<file path="src/rtl/srcu_pkg.sv">
package srcu_pkg;
   localparam int NUM_IN = 12;
   localparam int AW = 8;
   localparam int DW = 32;
   localparam int OP_W = 8;
   localparam int FLG_W = 8;
   localparam int RDG_W = 24;
   localparam int SEL_W = 4;
   localparam int CFG_W = 10;
   localparam int NRELAY = 2;
   localparam logic [SEL_W-1:0] SEL_ALL = 4'h0;
   localparam logic [SEL_W-1:0] SEL_MAX = 4'hC;
   // Register byte offsets
   localparam logic [AW-1:0] A_OP_COND = 8'h00;
   localparam logic [AW-1:0] A_OP_MASK = 8'h04;
   localparam logic [AW-1:0] A_OP_LATCH = 8'h08;
   localparam logic [AW-1:0] A_OP_SUMMARY = 8'h0C;
   localparam logic [AW-1:0] A_RDG_SEL = 8'h10;
   localparam logic [AW-1:0] A_RDG_FLAGS = 8'h14;
   localparam logic [AW-1:0] A_RELAY1 = 8'h18;
   localparam logic [AW-1:0] A_RELAY2 = 8'h1C;
   localparam logic [AW-1:0] A_RELAY_STATE = 8'h20;
   localparam logic [AW-1:0] A_NET_STATUS = 8'h24;
   localparam logic [AW-1:0] A_NET_IP = 8'h28;
   localparam logic [AW-1:0] A_NET_DNS2 = 8'h38;
   localparam logic [AW-1:0] A_STR_PTR = 8'h3C;
   localparam logic [AW-1:0] A_STR_DATA = 8'h40;
   localparam logic [AW-1:0] A_SENSOR_UNITS_QUERY_SEL = 8'h44;
   localparam logic [AW-1:0] A_SENSOR_UNITS_QUERY_DATA = 8'h48;
   localparam int NUM_ADDR = 5;
   // Reset values and field layouts
   localparam logic [OP_W-1:0] OP_MASK_RST = 8'h00;
   localparam logic [FLG_W-1:0] FLG_MASK = 8'hF1;
   localparam int SENSOR_UNITS_QUERY_IDX_LSB = 24;
   localparam int SENSOR_UNITS_QUERY_LAST = 28;
   localparam int RLY_MODE_LSB = 0;
   localparam int RLY_IN_LSB = 4;
   localparam int RLY_TYPE_LSB = 8;
   localparam logic [CFG_W-1:0] RLY_CFG_RST = 10'h000;
   localparam logic [1:0] RLY_OFF = 2'h0;
   localparam logic [1:0] RLY_ON = 2'h1;
   localparam logic [1:0] RLY_ALARM = 2'h2;
   localparam logic [1:0] ALM_LOW = 2'h0;
   localparam logic [1:0] ALM_HIGH = 2'h1;
   localparam logic [1:0] ALM_BOTH = 2'h2;
   localparam int NET_W = 4;
   localparam logic [NET_W-1:0] NET_MAX = 4'h9;
   localparam logic [NET_W-1:0] NET_MOD_ERR = 4'h7;
   localparam logic [NET_W-1:0] NET_LINK_MAX = 4'h2;
   // String store
   localparam int NFIELD = 5;
   localparam int FLD_W = 3;
   localparam int IDX_W = 7;
   localparam int MEM_AW = 8;
   localparam int STR_FLD_LSB = 8;
   localparam int STR_CLR_BIT = 12;
   localparam logic [7:0] SPACE = 8'h20;
   localparam logic [IDX_W-1:0] LEN_HOST = 7'h0F;
   localparam logic [IDX_W-1:0] LEN_DOMAIN = 7'h40;
   localparam logic [IDX_W-1:0] LEN_DESC = 7'h20;
   localparam logic [IDX_W-1:0] LEN_USER = 7'h0F;
   localparam logic [IDX_W-1:0] LEN_PASS = 7'h0F;

   function automatic logic [IDX_W-1:0] str_limit(input logic [FLD_W-1:0] f);
      case (f)
         3'h0: str_limit = LEN_HOST;
         3'h1: str_limit = LEN_DOMAIN;
         3'h2: str_limit = LEN_DESC;
         3'h3: str_limit = LEN_USER;
         3'h4: str_limit = LEN_PASS;
         default: str_limit = 7'h00;
      endcase
   endfunction

   function automatic logic [MEM_AW-1:0] str_base(input logic [FLD_W-1:0] f);
      logic [MEM_AW-1:0] b;
      b = 8'h00;
      for (int i = 0; i < NFIELD; i++) begin
         if (FLD_W'(i) < f) begin
            b = b + MEM_AW'(str_limit(FLD_W'(i)));
         end
      end
      str_base = b;
   endfunction
endpackage

</file>
<file path="src/rtl/srcu_relay.sv">
`timescale 1ns/1ps
`default_nettype none
module srcu_relay (
   // Clock and reset
   input wire logic clk_i,
   input wire logic rstn_i,
   // Configuration and alarms
   input wire logic [srcu_pkg::CFG_W-1:0] cfg_i,
   input wire logic [srcu_pkg::NUM_IN-1:0] alarm_lo_i,
   input wire logic [srcu_pkg::NUM_IN-1:0] alarm_hi_i,
   // Relay drive
   output logic relay_o
);
   logic [1:0] mode;
   logic [srcu_pkg::SEL_W-1:0] sel;
   logic [srcu_pkg::SEL_W-1:0] sel_idx;
   logic [1:0] atype;
   logic sel_ok;
   logic lo;
   logic hi;
   logic hit;
   logic nxt_relay;
   logic relay_ff;

   assign mode = cfg_i[srcu_pkg::RLY_MODE_LSB +: 2];
   assign sel = cfg_i[srcu_pkg::RLY_IN_LSB +: srcu_pkg::SEL_W];
   assign atype = cfg_i[srcu_pkg::RLY_TYPE_LSB +: 2];
   assign sel_idx = sel - 4'h1;
   assign sel_ok = (sel != srcu_pkg::SEL_ALL) && (sel <= srcu_pkg::SEL_MAX);
   assign lo = sel_ok && alarm_lo_i[sel_idx];
   assign hi = sel_ok && alarm_hi_i[sel_idx];
   assign hit = (atype == srcu_pkg::ALM_LOW) ? lo :
      (atype == srcu_pkg::ALM_HIGH) ? hi :
      (atype == srcu_pkg::ALM_BOTH) ? (lo | hi) : 1'b0;
   assign nxt_relay = (mode == srcu_pkg::RLY_ON) ? 1'b1 :
      (mode == srcu_pkg::RLY_ALARM) ? hit : 1'b0;

   always_ff @(posedge clk_i or negedge rstn_i) begin
      if (!rstn_i) begin
         relay_ff <= 1'b0;
      end else begin
         relay_ff <= nxt_relay;
      end
   end
   assign relay_o = relay_ff;

   a_relay_forced: assert property (
      @(posedge clk_i) disable iff (!rstn_i)
      (mode == srcu_pkg::RLY_OFF || mode == srcu_pkg::RLY_ON)
      |=> relay_o == ($past(mode) == srcu_pkg::RLY_ON))
      else $error("Relay does not follow forced mode");
   a_relay_low_alarm: assert property (
      @(posedge clk_i) disable iff (!rstn_i)
      (mode == srcu_pkg::RLY_ALARM && atype == srcu_pkg::ALM_LOW)
      |=> relay_o == $past(lo))
      else $error("Relay does not follow low alarm");
   a_relay_no_alarm: assert property (
      @(posedge clk_i) disable iff (!rstn_i)
      (mode == srcu_pkg::RLY_ALARM && !lo && !hi) |=> !relay_o)
      else $error("Relay on without selected alarm");
endmodule
`default_nettype wire

</file>
<file path="src/rtl/srcu_str_mem.sv">
`timescale 1ns/1ps
`default_nettype none
module srcu_str_mem (
   // Clock and reset
   input wire logic clk_i,
   input wire logic rstn_i,
   // Character access
   input wire logic [srcu_pkg::FLD_W-1:0] field_i,
   input wire logic [srcu_pkg::IDX_W-1:0] idx_i,
   input wire logic we_i,
   input wire logic re_i,
   input wire logic clr_i,
   input wire logic [7:0] wdata_i,
   output logic [7:0] rdata_o
);
   localparam int MAW = srcu_pkg::MEM_AW;
   logic [7:0] mem_ff [2**MAW];
   logic [srcu_pkg::IDX_W-1:0] len_ff [srcu_pkg::NFIELD];
   logic [srcu_pkg::IDX_W-1:0] limit;
   logic [srcu_pkg::IDX_W-1:0] cur_len;
   logic [MAW-1:0] addr;
   logic fld_ok;
   logic in_range;
   logic [7:0] nxt_rdata;
   logic [7:0] rdata_ff;

   assign limit = srcu_pkg::str_limit(field_i);
   assign fld_ok = 32'(field_i) < srcu_pkg::NFIELD;
   assign cur_len = fld_ok ? len_ff[field_i] : 7'h00;
   assign in_range = idx_i < limit;
   assign addr = srcu_pkg::str_base(field_i) + MAW'(idx_i);
   assign nxt_rdata = !in_range ? 8'h00 :
      (idx_i < cur_len) ? mem_ff[addr] : srcu_pkg::SPACE;

   always_ff @(posedge clk_i) begin
      if (we_i && in_range) begin
         mem_ff[addr] <= wdata_i;
      end
   end

   always_ff @(posedge clk_i or negedge rstn_i) begin
      if (!rstn_i) begin
         for (int i = 0; i < srcu_pkg::NFIELD; i++) begin
            len_ff[i] <= 7'h00;
         end
         rdata_ff <= 8'h00;
      end else begin
         rdata_ff <= re_i ? nxt_rdata : 8'h00;
         if (clr_i && fld_ok) begin
            len_ff[field_i] <= 7'h00;
         end else if (we_i && in_range && idx_i >= cur_len) begin
            len_ff[field_i] <= idx_i + 7'h01;
         end
      end
   end
   assign rdata_o = rdata_ff;

   a_pad_space: assert property (
      @(posedge clk_i) disable iff (!rstn_i)
      (re_i && in_range && idx_i >= cur_len) |=> rdata_o == srcu_pkg::SPACE)
      else $error("Unwritten character not padded with space");
   a_len_limit: assert property (
      @(posedge clk_i) disable iff (!rstn_i)
      fld_ok |-> cur_len <= limit)
      else $error("String length above field limit");
endmodule
`default_nettype wire

</file>
<file path="src/rtl/srcu_top.sv">
// Overview of operation
// Status bits latch on detection; reading the latch register clears it.
// Enable mask selects which latched bits raise the summary bit.
// Reading status is a weighted flag sum; zero means valid reading.
// Flags: bit0 invalid, 4 under, 5 over, 6 units zero, 7 units over.
// Host addresses only relay one or two.
// Relay mode 0 off, 1 on, 2 alarm driven.
// In alarm mode the relay follows one chosen input of twelve.
// Alarm type 0 low, 1 high, 2 either alarm.
// Network status reports codes 0 through 9.
// Unconfigured network returns all address fields as zero.
// Host name 15, domain 64, description 32 characters at most.
// Web username and password hold up to 15 characters each.
// Host quotes strings holding spaces, commas or semicolons.
// Returned strings are padded with spaces to full field length.
// Reading query with selector zero returns all inputs in turn.
// Host picks curve 1, 6 or 7, destination 21-59, short serial.
// A condition seen during clear-on-read stays latched.
//
// Decided for this implementation: the plain strobed port and the register offsets.
`timescale 1ns/1ps
`default_nettype none
module srcu_top (
   // Clock and reset
   input wire logic clk_i,
   input wire logic rstn_i,
   // Register port
   input wire logic [srcu_pkg::AW-1:0] addr_i,
   input wire logic [srcu_pkg::DW-1:0] wdata_i,
   input wire logic wr_i,
   input wire logic rd_i,
   output logic [srcu_pkg::DW-1:0] rdata_o,
   // Operational status
   input wire logic [srcu_pkg::OP_W-1:0] op_cond_i,
   output logic op_summary_o,
   // Input readings
   input wire logic [srcu_pkg::NUM_IN*srcu_pkg::FLG_W-1:0] rdg_flags_i,
   input wire logic [srcu_pkg::NUM_IN*srcu_pkg::RDG_W-1:0] sensor_rdg_i,
   // Alarms and relays
   input wire logic [srcu_pkg::NUM_IN-1:0] alarm_lo_i,
   input wire logic [srcu_pkg::NUM_IN-1:0] alarm_hi_i,
   output logic [srcu_pkg::NRELAY-1:0] relay_o,
   // Network
   input wire logic [srcu_pkg::NET_W-1:0] net_status_i
);
   localparam int DW = srcu_pkg::DW;
   localparam int SW = srcu_pkg::SEL_W;
   localparam int IW = srcu_pkg::IDX_W;

   logic [srcu_pkg::OP_W-1:0] op_mask_ff;
   logic [srcu_pkg::OP_W-1:0] op_latch_ff;
   logic [srcu_pkg::OP_W-1:0] nxt_op_latch;
   logic summary_ff;
   logic [SW-1:0] rdg_sel_ff;
   logic [SW-1:0] sensor_units_query_sel_ff;
   logic [SW-1:0] walk_ff;
   logic [SW-1:0] nxt_walk;
   logic [srcu_pkg::CFG_W-1:0] relay_cfg_ff [srcu_pkg::NRELAY];
   logic [DW-1:0] net_addr_ff [srcu_pkg::NUM_ADDR];
   logic [srcu_pkg::FLD_W-1:0] str_fld_ff;
   logic [IW-1:0] str_idx_ff;
   logic [IW-1:0] nxt_str_idx;
   logic str_rd_ff;
   logic [DW-1:0] rdata_ff;
   logic [DW-1:0] nxt_rdata;

   // Address decode
   logic wr_mask;
   logic rd_latch;
   logic wr_rdg_sel;
   logic wr_sensor_units_query_sel;
   logic rd_sensor_units_query;
   logic wr_ptr;
   logic wr_str;
   logic rd_str;
   logic str_acc;
   logic net_hit;
   logic [2:0] net_slot;

   assign wr_mask = wr_i && (addr_i == srcu_pkg::A_OP_MASK);
   assign rd_latch = rd_i && (addr_i == srcu_pkg::A_OP_LATCH);
   assign wr_rdg_sel = wr_i && (addr_i == srcu_pkg::A_RDG_SEL);
   assign wr_sensor_units_query_sel = wr_i && (addr_i == srcu_pkg::A_SENSOR_UNITS_QUERY_SEL);
   assign rd_sensor_units_query = rd_i && (addr_i == srcu_pkg::A_SENSOR_UNITS_QUERY_DATA);
   assign wr_ptr = wr_i && (addr_i == srcu_pkg::A_STR_PTR);
   assign wr_str = wr_i && (addr_i == srcu_pkg::A_STR_DATA);
   assign rd_str = rd_i && (addr_i == srcu_pkg::A_STR_DATA);
   assign str_acc = wr_str || rd_str;
   assign net_hit = (addr_i >= srcu_pkg::A_NET_IP) &&
      (addr_i <= srcu_pkg::A_NET_DNS2);
   assign net_slot = 3'((addr_i - srcu_pkg::A_NET_IP) >> 2);

   // Operational status latch and summary
   assign nxt_op_latch = (rd_latch ? '0 : op_latch_ff) |
      op_cond_i;

   always_ff @(posedge clk_i or negedge rstn_i) begin
      if (!rstn_i) begin
         op_mask_ff <= srcu_pkg::OP_MASK_RST;
         op_latch_ff <= '0;
         summary_ff <= 1'b0;
      end else begin
         if (wr_mask) begin
            op_mask_ff <= wdata_i[srcu_pkg::OP_W-1:0];
         end
         op_latch_ff <= nxt_op_latch;
         summary_ff <= |(op_latch_ff & op_mask_ff);
      end
   end
   assign op_summary_o = summary_ff;

   // Reading flags of one input
   logic [SW-1:0] rdg_idx;
   logic rdg_ok;
   logic [srcu_pkg::FLG_W-1:0] rdg_flags;
   assign rdg_idx = rdg_sel_ff - 4'h1;
   assign rdg_ok = (rdg_sel_ff != srcu_pkg::SEL_ALL) &&
      (rdg_sel_ff <= srcu_pkg::SEL_MAX);
   assign rdg_flags = rdg_ok ?
      (rdg_flags_i[rdg_idx*srcu_pkg::FLG_W +: srcu_pkg::FLG_W] &
      srcu_pkg::FLG_MASK) : '0;

   // Sensor reading, single input or walk over all
   logic [SW-1:0] sensor_units_query_cur;
   logic [SW-1:0] sensor_units_query_idx;
   logic sensor_units_query_ok;
   logic sensor_units_query_last;
   logic [srcu_pkg::RDG_W-1:0] sensor_units_query_val;
   assign sensor_units_query_cur = (sensor_units_query_sel_ff == srcu_pkg::SEL_ALL) ?
      walk_ff : sensor_units_query_sel_ff;
   assign sensor_units_query_idx = sensor_units_query_cur - 4'h1;
   assign sensor_units_query_ok = (sensor_units_query_cur != srcu_pkg::SEL_ALL) &&
      (sensor_units_query_cur <= srcu_pkg::SEL_MAX);
   assign sensor_units_query_val = sensor_units_query_ok ?
      sensor_rdg_i[sensor_units_query_idx*srcu_pkg::RDG_W +: srcu_pkg::RDG_W] : '0;
   assign sensor_units_query_last = (sensor_units_query_sel_ff != srcu_pkg::SEL_ALL) ||
      (walk_ff == srcu_pkg::SEL_MAX);
   assign nxt_walk = wr_sensor_units_query_sel ? 4'h1 :
      (rd_sensor_units_query && sensor_units_query_sel_ff == srcu_pkg::SEL_ALL) ?
      (sensor_units_query_last ? 4'h1 : walk_ff + 4'h1) : walk_ff;

   always_ff @(posedge clk_i or negedge rstn_i) begin
      if (!rstn_i) begin
         rdg_sel_ff <= srcu_pkg::SEL_ALL;
         sensor_units_query_sel_ff <= srcu_pkg::SEL_ALL;
         walk_ff <= 4'h1;
      end else begin
         if (wr_rdg_sel) begin
            rdg_sel_ff <= wdata_i[SW-1:0];
         end
         if (wr_sensor_units_query_sel) begin
            sensor_units_query_sel_ff <= wdata_i[SW-1:0];
         end
         walk_ff <= nxt_walk;
      end
   end

   // Relays
   for (genvar g = 0; g < srcu_pkg::NRELAY; g++) begin : g_relay
      always_ff @(posedge clk_i or negedge rstn_i) begin
         if (!rstn_i) begin
            relay_cfg_ff[g] <= srcu_pkg::RLY_CFG_RST;
         end else if (wr_i && addr_i == srcu_pkg::A_RELAY1 +
            srcu_pkg::AW'(4 * g)) begin
            relay_cfg_ff[g] <= wdata_i[srcu_pkg::CFG_W-1:0];
         end
      end
      srcu_relay i_srcu_relay (
         .clk_i(clk_i),
         .rstn_i(rstn_i),
         .cfg_i(relay_cfg_ff[g]),
         .alarm_lo_i(alarm_lo_i),
         .alarm_hi_i(alarm_hi_i),
         .relay_o(relay_o[g])
      );
   end

   // Network status and stored addresses
   logic [srcu_pkg::NET_W-1:0] net_code;
   logic net_cfg_ok;
   assign net_code = (net_status_i > srcu_pkg::NET_MAX) ?
      srcu_pkg::NET_MOD_ERR : net_status_i;
   assign net_cfg_ok = net_status_i <= srcu_pkg::NET_LINK_MAX;

   always_ff @(posedge clk_i or negedge rstn_i) begin
      if (!rstn_i) begin
         for (int i = 0; i < srcu_pkg::NUM_ADDR; i++) begin
            net_addr_ff[i] <= '0;
         end
      end else if (wr_i && net_hit) begin
         net_addr_ff[net_slot] <= wdata_i;
      end
   end

   // String pointer
   logic [srcu_pkg::FLD_W-1:0] mem_fld;
   logic [IW-1:0] str_lim;
   logic [7:0] str_rdata;
   assign mem_fld = wr_ptr ?
      wdata_i[srcu_pkg::STR_FLD_LSB +: srcu_pkg::FLD_W] : str_fld_ff;
   assign str_lim = srcu_pkg::str_limit(str_fld_ff);
   assign nxt_str_idx = wr_ptr ? wdata_i[IW-1:0] :
      (str_acc && str_idx_ff < str_lim) ?
      str_idx_ff + 7'h01 : str_idx_ff;

   always_ff @(posedge clk_i or negedge rstn_i) begin
      if (!rstn_i) begin
         str_fld_ff <= '0;
         str_idx_ff <= '0;
      end else begin
         str_fld_ff <= mem_fld;
         str_idx_ff <= nxt_str_idx;
      end
   end

   srcu_str_mem i_srcu_str_mem (
      .clk_i(clk_i),
      .rstn_i(rstn_i),
      .field_i(mem_fld),
      .idx_i(str_idx_ff),
      .we_i(wr_str),
      .re_i(rd_str),
      .clr_i(wr_ptr && wdata_i[srcu_pkg::STR_CLR_BIT]),
      .wdata_i(wdata_i[7:0]),
      .rdata_o(str_rdata)
   );

   // Read data, one cycle after the strobe
   assign nxt_rdata =
      (addr_i == srcu_pkg::A_OP_COND) ? DW'(op_cond_i) :
      (addr_i == srcu_pkg::A_OP_MASK) ? DW'(op_mask_ff) :
      (addr_i == srcu_pkg::A_OP_LATCH) ? DW'(op_latch_ff) :
      (addr_i == srcu_pkg::A_OP_SUMMARY) ? DW'(summary_ff) :
      (addr_i == srcu_pkg::A_RDG_SEL) ? DW'(rdg_sel_ff) :
      (addr_i == srcu_pkg::A_RDG_FLAGS) ? DW'(rdg_flags) :
      (addr_i == srcu_pkg::A_RELAY1) ? DW'(relay_cfg_ff[0]) :
      (addr_i == srcu_pkg::A_RELAY2) ? DW'(relay_cfg_ff[1]) :
      (addr_i == srcu_pkg::A_RELAY_STATE) ? DW'(relay_o) :
      (addr_i == srcu_pkg::A_NET_STATUS) ? DW'(net_code) :
      (net_hit && net_cfg_ok) ? net_addr_ff[net_slot] :
      (addr_i == srcu_pkg::A_STR_PTR) ?
      DW'({str_fld_ff, 1'b0, str_idx_ff}) :
      (addr_i == srcu_pkg::A_SENSOR_UNITS_QUERY_SEL) ? DW'(sensor_units_query_sel_ff) :
      (addr_i == srcu_pkg::A_SENSOR_UNITS_QUERY_DATA) ?
      DW'({sensor_units_query_last, sensor_units_query_cur, sensor_units_query_val}) : '0;

   always_ff @(posedge clk_i or negedge rstn_i) begin
      if (!rstn_i) begin
         rdata_ff <= '0;
         str_rd_ff <= 1'b0;
      end else begin
         rdata_ff <= (rd_i && !rd_str) ? nxt_rdata : '0;
         str_rd_ff <= rd_str;
      end
   end
   assign rdata_o = str_rd_ff ? DW'(str_rdata) : rdata_ff;

   // Checks
   a_latch_sticky: assert property (
      @(posedge clk_i) disable iff (!rstn_i)
      (op_cond_i != '0) |=> ((op_latch_ff & $past(op_cond_i)) ==
      $past(op_cond_i)))
      else $error("Detected condition not latched");
   a_latch_clear: assert property (
      @(posedge clk_i) disable iff (!rstn_i)
      (rd_latch && op_cond_i == '0) |=> op_latch_ff == '0
      ##1 (!$past(rd_latch) || rdata_o == '0))
      else $error("Latched status not cleared by read");
   a_latch_read: assert property (
      @(posedge clk_i) disable iff (!rstn_i)
      rd_latch |=> rdata_o == DW'($past(op_latch_ff)))
      else $error("Latched status read value wrong");
   a_summary_mask: assert property (
      @(posedge clk_i) disable iff (!rstn_i)
      ((op_latch_ff & op_mask_ff) == '0) |=> !op_summary_o)
      else $error("Summary set by masked bit");
   a_summary_set: assert property (
      @(posedge clk_i) disable iff (!rstn_i)
      ((op_latch_ff & op_mask_ff) != '0) |=> op_summary_o)
      else $error("Enabled bit did not set summary");
   a_flags_layout: assert property (
      @(posedge clk_i) disable iff (!rstn_i)
      (rd_i && addr_i == srcu_pkg::A_RDG_FLAGS)
      |=> (rdata_o & ~DW'(srcu_pkg::FLG_MASK)) == '0)
      else $error("Reserved reading flag bits set");
   a_flags_valid: assert property (
      @(posedge clk_i) disable iff (!rstn_i)
      (rd_i && addr_i == srcu_pkg::A_RDG_FLAGS && rdg_ok &&
      rdg_flags_i[rdg_idx*srcu_pkg::FLG_W +: srcu_pkg::FLG_W] == '0)
      |=> rdata_o == '0)
      else $error("Valid reading not reported as zero");
   a_net_code: assert property (
      @(posedge clk_i) disable iff (!rstn_i)
      (rd_i && addr_i == srcu_pkg::A_NET_STATUS)
      |=> rdata_o <= DW'(srcu_pkg::NET_MAX))
      else $error("Network status code out of range");
   a_net_zero: assert property (
      @(posedge clk_i) disable iff (!rstn_i)
      (rd_i && net_hit && !net_cfg_ok) |=> rdata_o == '0)
      else $error("Unconfigured network address not zero");
   a_sensor_units_query_walk: assert property (
      @(posedge clk_i) disable iff (!rstn_i)
      (rd_sensor_units_query && sensor_units_query_sel_ff == srcu_pkg::SEL_ALL && !sensor_units_query_last &&
      !wr_i) |=> walk_ff == $past(walk_ff) + 4'h1)
      else $error("All-inputs reply did not advance");
   a_str_bound: assert property (
      @(posedge clk_i) disable iff (!rstn_i)
      (str_acc && !wr_ptr) |=> str_idx_ff <= srcu_pkg::str_limit(str_fld_ff))
      else $error("String index past field limit");
endmodule
`default_nettype wire

</file>
<file path="config.mk">
export PLATFORM = sky130hd
export DESIGN_NAME = srcu_top
export DESIGN_NICKNAME = d
export VERILOG_FILES = /design/src/rtl/srcu_pkg.sv /design/src/rtl/srcu_relay.sv /design/src/rtl/srcu_str_mem.sv /design/src/rtl/srcu_top.sv
export SDC_FILE = /design/constraint.sdc
export NUM_CORES = 2
export LEC_CHECK = 0
export BUFFER_PORTS_ARGS = -buffer_cell sky130_fd_sc_hd__buf_2
export CORE_AREA = 10 10 476 478
export DETAILED_ROUTE_END_ITERATION = 7
export DIE_AREA = 0 0 486 488
export GPL_ROUTABILITY_DRIVEN = 0
export SLEW_MARGIN = 5
export SYNTH_ARGS = -nofsm -noshare
export SYNTH_HDL_FRONTEND = slang
export SYNTH_SLANG_ARGS = --single-unit
</file>
<file path="constraint.sdc">
create_clock -name clk_i -period 12.5 [get_ports clk_i]
set_input_delay 0.625 -clock clk_i [delete_from_list [all_inputs] [get_ports clk_i]]
set_output_delay 0.625 -clock clk_i [all_outputs]
set_load 0.005 [all_outputs]
</file>
==> impl_metrics.toml <==
[logic_synthesis]
synthArstFlopShare_pct = 12.7
synth_fp_nets = 5464
synthCells = 4965
synth-edff-count = 2048
ys_top_cells_by_area = "edfxtp_1 63%, mux4_2 17%, dfrtp_1 7.6%"
yosysMostFrequentCell = "edfxtp_1"
ys_ff_latch = 2345
yosys_warnings = 0
synth_compound_area_share_pct = 3.00
synth_xor_area_share_pct = 0.271
synth_fa_ha_area_share_pct = 0.479
syn_area_um2 = 97100
synth_top_area_share_pct = 63.4
yosys.area_share.simple_pct = 3.51
ys_seq_area_share_pct = 71.0
avgSynthCellArea_um2 = 19.6
synth_top_family_by_area = "multiplexers"
yosys.area.top_type = "edfxtp_1"
synthMuxAreaShare_pct = 20.3
synth_commonest_cells = "2048 x edfxtp_1, 736 x mux4_2, 380 x nor2_1"
synthFlopType = "edfxtp_1"
synth.distinct_cells = 89

[outcome]
status = "completed"

[finish]
multi_input_area_um2 = 26900
final_nets = 5951
seq_area_um2 = 68900
syn_to_final_growth_pct = 13.6
drive_gt1_share_pct = 33.6
fin_area_um2 = 110000
fillers = 17500
fin_util_pct = 50.9
final-instance-count-excl-fill = 8518

[global_route]
grt_overflow = 0
grt_pass1_vias = 53000
grt_max_degree = 163
grt_pass1_wl_um = 394000
antenna_found_initial = 32
grt_usage_pct = 22.9

[floorplanning]
initial_utilization_pct = 44.8
die_w_um = 486
die_y_um = 488
die_area_um2 = 237000
coreArea_um2 = 217000
row_count = 171
io_pins = 499

[timing]
period_share_pct = 61.8
rsz0062_at_grt = "false"
layout_min_cycle_time_ps = 7730
hold_viol = 0
setup_viol = 0
setup_slack_ps = 4770
maxSlewHeadroom_pct = 7.58
fin_tns_setup_ps = 0
drv_slew = 0
max_freq_mhz = 129
tightestPinTransition_ps = 1380
finalHoldWorstSlack_ps = 60.9
skew_ps = 39.3

[route]
drt_iter0_drc = 5471
via_count = 51900
routedWlPerCell_um = 32.5
antenna_left = 0
via_per_inst = 6.10
wl_um = 277000
drt-pass1-iter-count = 8
drcViolationCount = 0

[power_and_ir_drop]
total_power_mw = 20.4
power.density_nw_per_um2 = 185
p_leak_nw = 37.0
ir_worst_vdd_uv = 151

[critical_path]
cp_max_fo = 96
worstPathArrival_ps = 8400
critPathRequiredTime_ps = 13170
crit_type = "in -> reg"
cp-end-kind = "flop"
start_kind = "primary input"

[clock_tree]
path_clk_slew_ps = 60
cts_resized = 0
clk_path_buf_depth = 3
htreeDepth = 4
cts_root_buffer = "clkbuf_16"
cts_setup_buffers = 0
clock_latency_ps = 850
cts_inserted_buffers = 233
holdBufCountCts = 8
cts_tree = "built"
cts.sinks = 2345

[place]
dp_hpwl_um = 179000
placed_area_um2 = 103000
dp.cells = 8063
numPortBuffers = 462
dp_slack_ps = 4080

[min_path]
hold_path_class = "in -> reg"

[flow_run]
drv_cap = 0
[cell type report]
cell class | instances | share of cell area (%)
clock buffers | 305 | 5.67
flip-flops and latches | 2345 | 62.5
clock inverters | 123 | 1.11
repair buffers | 562 | 2.94
inverters | 37 | 0.126
multi-input cells | 2273 | 24.4
diodes | 19 | 0.0431
well taps | 2854 | 3.24
[worst paths after layout]
check                                              start                         to  slack, ps  cells past startpoint
max in group asynchronous                         rstn_i           net_addr_ff[154]      10550                      3
worst min register to register  i_srcu_str_mem.len_ff[6]   i_srcu_str_mem.len_ff[6]        500                      2
worst max-delay path                           addr_i[3]  i_srcu_str_mem.rdata_o[4]       4770                     18
worst max register to register             str_fld_ff[2]  i_srcu_str_mem.rdata_o[4]       5260                     14
worst min-delay path                        op_cond_i[7]             op_latch_ff[7]         60                      2
min in group asynchronous                         rstn_i           relay_cfg_ff[14]        450                      2
[power by group]
group	leakage [nW]	internal, mW	switching, mW
Combinational	10.9	2.21	2.64
Sequential	22.4	8.58	0.0533
Clock	3.63	3.91	2.97
[logic make-up (layout without fill, tap and decap cells)]
family                     after synthesis  in the layout
muxes                                 1016           1016
DFF                                   2345           2345
buffers and inverters                  347           1027
adders and majority gates               37             37
and+or+nand+nor                        756            756
AOI/OAI and AO/OA                      434            434
other                                    0             19
xor gates and xnor gates                30             30
[registers in the layout, indices dropped and copies added, names as in the netlist, 2 cells and up]
name	cells
g_relay.i_srcu_relay.relay_o	2
i_srcu_str_mem.len_ff	35
i_srcu_str_mem.mem_ff	2048
i_srcu_str_mem.rdata_o	8
net_addr_ff	160
op_latch_ff	8
op_mask_ff	8
rdata_ff	32
rdg_sel_ff	4
relay_cfg_ff	20
sensor_units_query_sel_ff	4
str_fld_ff	3
str_idx_ff	7
walk_ff	4
[layout by cell type, fill, tap and decap left out, drive strengths merged, types with 21 or more instances in the layout]
cell	Yosys	layout
mux4	736	736
a22oi	43	43
inv	36	41
o21ai	79	79
nor3	37	37
nor2b	31	31
nor2	380	380
dfrtp	296	296
nand3	80	80
mux2i	64	64
ha	34	34
a21oi	106	106
clkinv	1	92
buf	117	554
mux2	216	216
clkbuf	193	305
nand2	140	140
edfxtp	2048	2048
xnor2	21	21
o22ai	47	47
[per-layer routing]
layer	up-vias	GRT usage, %	wire, um
li1	21500	-	-
met1	27600	29.5	106000
met2	2267	37.8	135000
met3	582	4.67	20700
met4	16	10.1	14300
met5	-	0	114
[critical path, cell delays in order]
cell and delay (ps):
buf_2 80, buf_4 410, and4bb_2 460, and4_1 260, a21o_1 210, clkinv_1 290, and2_1 280, ha_1 330
xnor2_1 170, ha_4 190, fa_4 1270, buf_12 460, buf_4 570, mux4_2 450, mux4_2 530, mux4_2 570
mux2i_1 650, o22ai_1 190
Power figures use the tool's default switching activity.
